[config.mk]
export PLATFORM = sky130hd
export DESIGN_NAME = rtc_core
export DESIGN_NICKNAME = d
export VERILOG_FILES = /design/src/rtc_pkg.sv /design/src/rtc_prescale.sv /design/src/rtc_core.sv
export VERILOG_INCLUDE_DIRS = /design/src /design/src/src
export SDC_FILE = /design/constraint.sdc
export NUM_CORES = 1
export LEC_CHECK = 0
export ABC_AREA = 1
export BUFFER_PORTS_ARGS = -buffer_cell sky130_fd_sc_hd__buf_2
export CORE_ASPECT_RATIO = 1.2
export CORE_MARGIN = 8
export CORE_UTILIZATION = 30
export CTS_CLUSTER_DIAMETER = 80
export DETAILED_ROUTE_END_ITERATION = 16
export HOLD_SLACK_MARGIN = 0.08
export PLACE_DENSITY = 0.5
export SETUP_SLACK_MARGIN = 0.5
export SLEW_MARGIN = 25
export SYNTH_ARGS = -nofsm -noshare
export SYNTH_HDL_FRONTEND = slang
export SYNTH_SLANG_ARGS = --single-unit
export TNS_END_PERCENT = 5
[constraint.sdc]
create_clock -name clk -period 2.47 [get_ports clk]
set_input_delay 0.3705 -clock clk [delete_from_list [all_inputs] [get_ports clk]]
set_output_delay 0.3705 -clock clk [all_outputs]
set_load 0.01 [all_outputs]
[src/rtc_map.svh]
`ifndef RTC_MAP_SVH
`define RTC_MAP_SVH

// crystal ticks per second (32.768 kHz in, 1 Hz out)
`define RTC_XTAL_HZ       32768
`define RTC_TICK_HZ       1
`define RTC_PRESCALE_DIV  (`RTC_XTAL_HZ / `RTC_TICK_HZ)
`define RTC_PRESCALE_W    16

// counter limits
`define RTC_SEC_MAX       6'd59
`define RTC_MIN_MAX       6'd59
`define RTC_HOUR_MAX      5'd23
`define RTC_DAY_MAX       15'h7fff

// reset values
`define RTC_SEC_RST       6'h00
`define RTC_MIN_RST       6'h00
`define RTC_HOUR_RST      5'h00
`define RTC_DAY_RST       15'h0000
`define RTC_SW_RST        16'h0000
`define RTC_SW_MAX        16'hffff
`define RTC_PEND_RST      7'h00

// event bit positions
`define RTC_EV_SEC        0
`define RTC_EV_MIN        1
`define RTC_EV_HOUR       2
`define RTC_EV_DAY        3
`define RTC_EV_ALARM      4
`define RTC_EV_DAY_ALARM  5
`define RTC_EV_SW         6
`define RTC_EV_NUM        7

`endif

[src/rtc_pkg.sv]
package rtc_pkg;

    typedef struct packed {
        logic [4:0] hour;
        logic [5:0] min;
        logic [5:0] sec;
    } rtc_tod_s;

    typedef struct packed {
        logic [14:0] day;
        rtc_tod_s    tod;
    } rtc_time_s;

    typedef logic [6:0]  rtc_ev_t;
    typedef logic [15:0] rtc_sw_t;

endpackage

[src/rtc_prescale.sv]
`timescale 1ns/1ps
`default_nettype none
`include "rtc_map.svh"

module rtc_prescale
    import rtc_pkg::*;
#(
    parameter int DIV = `RTC_PRESCALE_DIV
) (
    input  wire logic clk,
    input  wire logic rst_b,
    input  wire logic run,
    input  wire logic xtal_tick,
    output logic      sec_tick
);

    localparam logic [`RTC_PRESCALE_W-1:0] LAST = (`RTC_PRESCALE_W)'(DIV - 1);

    logic [`RTC_PRESCALE_W-1:0] cnt;

    // one output pulse per DIV crystal ticks
    always_ff @(posedge clk or negedge rst_b) begin
        if (!rst_b) begin
            cnt      <= '0;
            sec_tick <= 1'b0;
        end else if (!run) begin
            cnt      <= '0;
            sec_tick <= 1'b0;
        end else if (xtal_tick) begin
            if (cnt == LAST) begin
                cnt      <= '0;
                sec_tick <= 1'b1;
            end else begin
                cnt      <= cnt + 1'b1;
                sec_tick <= 1'b0;
            end
        end else begin
            sec_tick <= 1'b0;
        end
    end

endmodule

`default_nettype wire

[src/rtc_core.sv]
// What this block does
// prescaler divides crystal ticks to one hertz
// seconds, minutes, hours, 32768-day counters
// selectable second, minute, hour, day interrupts
// enabled alarm interrupts on time match
// daily alarm plus day-and-time alarm
// stopwatch loads count, decrements each second
// stopwatch underflow past zero raises interrupt
// enabled events wake processor from sleep
// wakeup also exits deep sleep, hibernate
// each wrap carries into next counter
// pending flags stay set until cleared
`timescale 1ns/1ps
`default_nettype none
`include "rtc_map.svh"

module rtc_core
    import rtc_pkg::*;
#(
    parameter int PRESCALE_DIV = `RTC_PRESCALE_DIV
) (
    input  wire logic      clk,
    input  wire logic      rst_b,
    input  wire logic      xtal_tick,
    input  wire logic      rtc_run,
    input  wire logic      time_load,
    input  wire rtc_time_s time_load_val,
    input  wire logic      alarm_en,
    input  wire rtc_tod_s  alarm_tod,
    input  wire logic      day_alarm_en,
    input  wire rtc_time_s day_alarm_time,
    input  wire logic      sw_en,
    input  wire logic      sw_load,
    input  wire rtc_sw_t   sw_load_val,
    input  wire rtc_ev_t   int_en,
    input  wire rtc_ev_t   int_clr,
    input  wire logic      deep_wake_en,
    input  wire logic      hib_wake_en,
    output rtc_time_s      cur_time,
    output rtc_sw_t        sw_count,
    output rtc_ev_t        pending,
    output logic           sec_tick,
    output logic           irq,
    output logic           wake_sleep,
    output logic           wake_deep_sleep,
    output logic           hib_exit
);

    rtc_time_s next_time;
    rtc_ev_t   ev;
    logic      wrap_sec;
    logic      wrap_min;
    logic      wrap_hour;
    logic      alarm_hit;
    logic      day_alarm_hit;
    logic      sw_underflow;
    logic      wake_any;

    function automatic logic tod_eq(input rtc_tod_s a, input rtc_tod_s b);
        tod_eq = (a.hour == b.hour) && (a.min == b.min) && (a.sec == b.sec);
    endfunction

    function automatic logic [5:0] inc_mod6(input logic [5:0] v, input logic [5:0] max);
        inc_mod6 = (v == max) ? 6'h00 : v + 6'h01;
    endfunction

    rtc_prescale #(
        .DIV (PRESCALE_DIV)
    ) u_prescale (
        .clk       (clk),
        .rst_b     (rst_b),
        .run       (rtc_run),
        .xtal_tick (xtal_tick),
        .sec_tick  (sec_tick)
    );

    // carry chain from seconds up to days
    always_comb begin
        wrap_sec  = (cur_time.tod.sec == `RTC_SEC_MAX);
        wrap_min  = wrap_sec && (cur_time.tod.min == `RTC_MIN_MAX);
        wrap_hour = wrap_min && (cur_time.tod.hour == `RTC_HOUR_MAX);
        next_time = cur_time;
        next_time.tod.sec = inc_mod6(cur_time.tod.sec, `RTC_SEC_MAX);
        if (wrap_sec) begin
            next_time.tod.min = inc_mod6(cur_time.tod.min, `RTC_MIN_MAX);
        end
        if (wrap_min) begin
            next_time.tod.hour = (cur_time.tod.hour == `RTC_HOUR_MAX) ? 5'h00
                                                                      : cur_time.tod.hour + 5'h01;
        end
        if (wrap_hour) begin
            next_time.day = cur_time.day + 15'h0001; // wraps after 32768 days
        end
    end

    // load from software has priority over the tick
    always_ff @(posedge clk or negedge rst_b) begin
        if (!rst_b) begin
            cur_time.day      <= `RTC_DAY_RST;
            cur_time.tod.hour <= `RTC_HOUR_RST;
            cur_time.tod.min  <= `RTC_MIN_RST;
            cur_time.tod.sec  <= `RTC_SEC_RST;
        end else if (time_load) begin
            cur_time <= time_load_val;
        end else if (sec_tick) begin
            cur_time <= next_time;
        end
    end

    // matches are judged on the value the tick is about to store
    always_comb begin
        alarm_hit     = alarm_en && sec_tick && !time_load
                        && tod_eq(next_time.tod, alarm_tod);
        day_alarm_hit = day_alarm_en && sec_tick && !time_load
                        && tod_eq(next_time.tod, day_alarm_time.tod)
                        && (next_time.day == day_alarm_time.day);
    end

    // stopwatch counts down once a second; below zero it wraps to all ones
    assign sw_underflow = sw_en && sec_tick && !sw_load && (sw_count == `RTC_SW_RST);

    always_ff @(posedge clk or negedge rst_b) begin
        if (!rst_b) begin
            sw_count <= `RTC_SW_RST;
        end else if (sw_load) begin
            sw_count <= sw_load_val;
        end else if (sw_en && sec_tick) begin
            sw_count <= (sw_count == `RTC_SW_RST) ? `RTC_SW_MAX : sw_count - 16'h0001;
        end
    end

    // raw events, each one cycle long
    always_comb begin
        ev = '0;
        ev[`RTC_EV_SEC]       = sec_tick && !time_load;
        ev[`RTC_EV_MIN]       = sec_tick && !time_load && wrap_sec;
        ev[`RTC_EV_HOUR]      = sec_tick && !time_load && wrap_min;
        ev[`RTC_EV_DAY]       = sec_tick && !time_load && wrap_hour;
        ev[`RTC_EV_ALARM]     = alarm_hit;
        ev[`RTC_EV_DAY_ALARM] = day_alarm_hit;
        ev[`RTC_EV_SW]        = sw_underflow;
    end

    // sticky flags; a new event beats a clear in the same cycle
    always_ff @(posedge clk or negedge rst_b) begin
        if (!rst_b) begin
            pending <= `RTC_PEND_RST;
        end else begin
            pending <= (pending & ~int_clr) | (ev & int_en);
        end
    end

    assign wake_any = |(pending & int_en);

    assign irq             = wake_any;
    assign wake_sleep      = wake_any;
    assign wake_deep_sleep = wake_any && deep_wake_en;
    assign hib_exit        = wake_any && hib_wake_en;

endmodule

`default_nettype wire

==> results.env <==
LAYOUT-DRIVE-GT1-SHARE_PCT=29.4
WORST_IR_DROP_VDD_mV=0.265
DRC_ERRORS=0
HPWLAFTERDP_MM=16.3
FINAL_REPORT_MAX_SLEW_VIOLATION_COUNT=0
TOTAL_LEAKAGE_POWER_nW=3.86
SYNTHESIS.NETS=958
MIN-DELAY-START='int_clr[6]'
FINCLKSKEW_PS=12.2
SETUP_TNS_FINAL_PS=0
YOSYS-TOP-CELLS-COUNT='nand2_1, inv_1, nor2_1'
GRT_OVERFLOW_TOTAL=0
SYNTH_SEQUENTIAL_AREA_RATIO_PCT=32.5
POST_LAYOUT_NONFILLER_INSTANCES=1275
TOP_FANOUT_VALUE_ON_THE_CRITICAL_PATH=7
FINAL.PERIOD_UTILIZATION_PCT=84.1
TIMING.HOLD.WORST_ENDPOINT='pending[6]'
GATE_COUNT_AFTER_TECHNOLOGY_MAPPING=829
DR_WL_MET2_MM=10.2
AREA_DELTA_SYNTH_FINAL_PCT=36.3
FINAL-HOLD-VIOLATION-COUNT=0
DIE_W_UM=140
CTS.HTREE.LEVELS=3
FP-ROW-COUNT=54
END_KIND='register'
MINIMUM_SETUP_SLACK_AFTER_PLACEMENT_PS=86.4
POST_ROUTE_WORST_SETUP_SLACK_PS=394
SYNTH_CELL_TYPE_COUNT=46
CTS_BUFFER_DEPTH=2
ROUTED.TOP_LAYER='met5'
NUMCTSBUFFERS=9
DESIGN.DIE.AREA_UM2=23100
POST_SYNTH_MAIN_AREA_CONTRIBUTORS='dfrtp_1, nand2_1, inv_1'
YOSYS_REGISTER_BITS=72
LARGEST_NET_DEGREE_AT_THE_START_OF_GLOBAL_ROUTING=35
SYNTH.YOSYS.WARNINGS=0
DP_CELLS=1233
RR_STARTPOINT='cur_time[0]'
INITIAL_CORE_UTIL_PCT=30.5
ANTENNA_CELLS_INSERTED=0
ROUTE.DETAILED.WL_PER_INST_UM=16.6
MAX_CAP_VIOL_COUNT=0
NETLIST.TOP_CELL.BY_AREA='dfrtp_1'
CTS.SINKS=72
ARRIVAL_PS=2370
SYNTH.TOP_CELL.AREA_SHARE_PCT=32.5
Y_DIMENSION_OF_THE_DIE_UM=165
FILLERS=1966
MIN_PATH_CELLS=2
WORSTSETUPSTARTPOINTTYPE='register'
HP-CLASS='primary input to register'
CRITPATHREQUIREDTIME_PS=2770
GRT_PASS1_VIAS=6431
GPL.FINAL_WEIGHTED_CONGESTION=0.846
ROUTE.ANTENNA.REMAINING_NETS=0
WORSTREG2REGEND='pending[5]'
TOTAL_OF_ENDPOINTS_WITH_NEGATIVE_SETUP_SLACK_IN_THE_FINAL_REPORT=0
DRT-PASS1-ITER-COUNT=5
WORST-R2R-CELL-COUNT=15
TRITONCTS='built'
PERIOD_NEEDED_PS=2080
WORST-R2R-SETUP-SLACK_PS=390
MET1_LENGTH_MM=9.16
YS.FLOP_TYPE='dfrtp_1'
VIAS_PER_CELL=4.97
MET3ROUTEDLENGTH_MM=1.28
INITIALDRTVIOLATIONCOUNT=312
TIGHTESTPINTRANSITION_PS=732
WL_MM=21.2
WORST-SETUP-PATH-TYPE='register to register'
GRT_ANTENNA_BEFORE_REPAIR=4
FMAX_MHz=482
PWR_DENSITY_CELL_nW_PER_UM2=513
SYNTHARSTFLOPSHARE_PCT=100
AVERAGE_FOOTPRINT_OF_A_SYNTHESIZED_CELL_UM2=6.69
OUTCOME='completed'
CTS_ROOT_BUF='clkbuf_16'
BUFFER_PORTS.INSERTED=181
SYNTH_ENABLE_FLOP_CELLS=0
GRT_USAGE_PCT=18.3
YOSYSMOSTFREQUENTCELL='nand2_1'
GRT_PASS1_WL_MM=33.2
NUM-NETS-FINAL=1175
SYNTH_AREA_UM2=5550
VIA_COUNT=6332
GRT_SETUP_UNREPAIRED='true'
CORE_AREA_UM2=18200
CLKTRANSATPATHREGS_PS=70
TOP_LEVEL_PORTS=182
WORST_SKEW_PAIR.LATE_LATENCY_PS=350
SLEW-LIMIT-HEADROOM_PCT=51.2
==> layer usage <==
layer	track usage (%)	vias to the layer above
met5	0	-
met4	6.87	8
met3	4.42	36
met2	31.8	208
met1	21.5	2903
li1	-	3177
==> flip-flops by register name, summed over array words and instances, names as in the netlist <==
register	count
pending	7
cur_time	32
u_prescale.cnt	16
sw_count	16
u_prescale.sec_tick	1
==> timing repair <==
action                     4_1_cts  5_1_grt
hold buffers                     1        0
setup buffers                   16        6
hold endpoints to repair        31        0
setup endpoints to repair       16       36
pin swaps                       16       28
gates cloned                     2        1
gates resized for setup         22       37
==> final cells by class <==
cell class / count / area [um^2] / share of cell area, %
multi-input cells: 630 / 3420 / 45.3
well taps: 224 / 280 / 3.71
repair buffers: 225 / 1320 / 17.4
flip-flops and latches: 72 / 1810 / 23.9
clock inverters: 5 / 78.8 / 1.04
inverters: 108 / 405 / 5.36
clock buffers: 11 / 253 / 3.34
==> cell families after synthesis <==
group	Yosys count	share of synthesized area, %
AND/OR/NAND/NOR	479	38.9
adder cells (fa/ha/maj)	7	1.58
flip-flops	72	32.5
XOR/XNOR	26	4.11
buffers and inverters	129	9.61
AO/OA/AOI/OAI	116	13.4
==> cell usage in the layout, fill, tap and decap left out, drive strengths merged, types with 14 or more instances in the layout <==
| cell type | Yosys | routed |
|---|---|---|
| nand2 | 254 | 255 |
| nand3b | 14 | 14 |
| inv | 104 | 104 |
| nor3 | 14 | 14 |
| xor2 | 16 | 16 |
| o221ai | 19 | 19 |
| nand3 | 78 | 78 |
| a22oi | 15 | 15 |
| dfrtp | 72 | 72 |
| o21ai | 45 | 45 |
| nand4 | 17 | 17 |
| nor2 | 88 | 89 |
| buf | 7 | 223 |
==> how the worst max path moves through the flow <==
stage / startpoint / endpoint / slack [ps] / depth (start not counted)
global placement: cur_time[0] / pending[5] / 170 / 15
floorplan: cur_time[0] / pending[5] / 530 / 13
detailed placement: cur_time[0] / pending[5] / 90 / 13
CTS: cur_time[1] / pending[5] / 370 / 14
global route: cur_time[0] / pending[5] / 230 / 16
finish: cur_time[0] / pending[5] / 390 / 15
==> power by group <==
group	internal, mW	switching, mW
combinational	0.394	0.558
sequential	1.28	0.140
clock	0.939	0.567
==> critical path, stage by stage (launching register included) <==
cell	delay, ps
dfrtp_1	390
ha_4	180
nand3_4	120
nor2_8	200
nand2_8	100
nor2_8	160
buf_4	140
buf_4	130
nand2_1	70
nand3b_1	80
nand2_1	70
nor2_1	80
nand3_1	80
nor2_1	110
nand2_1	60
nand2_1	50
==> stage by stage <==
stage / hold WS (ps) / utilization (%) / instance area (um^2) / power (mW)
after global placement: 367 / 37.2 / 6760 / 2.34
after floorplan: 74.9 / - / 5550 / 1.93
after global routing: 201 / 41.6 / 7560 / 4.10
final: 198 / 41.6 / 7560 / 3.88
after detailed placement: 370 / 37.2 / 6760 / 2.34
after CTS: 187 / 40.6 / 7370 / 3.90
Power figures use the tool's default switching activity.
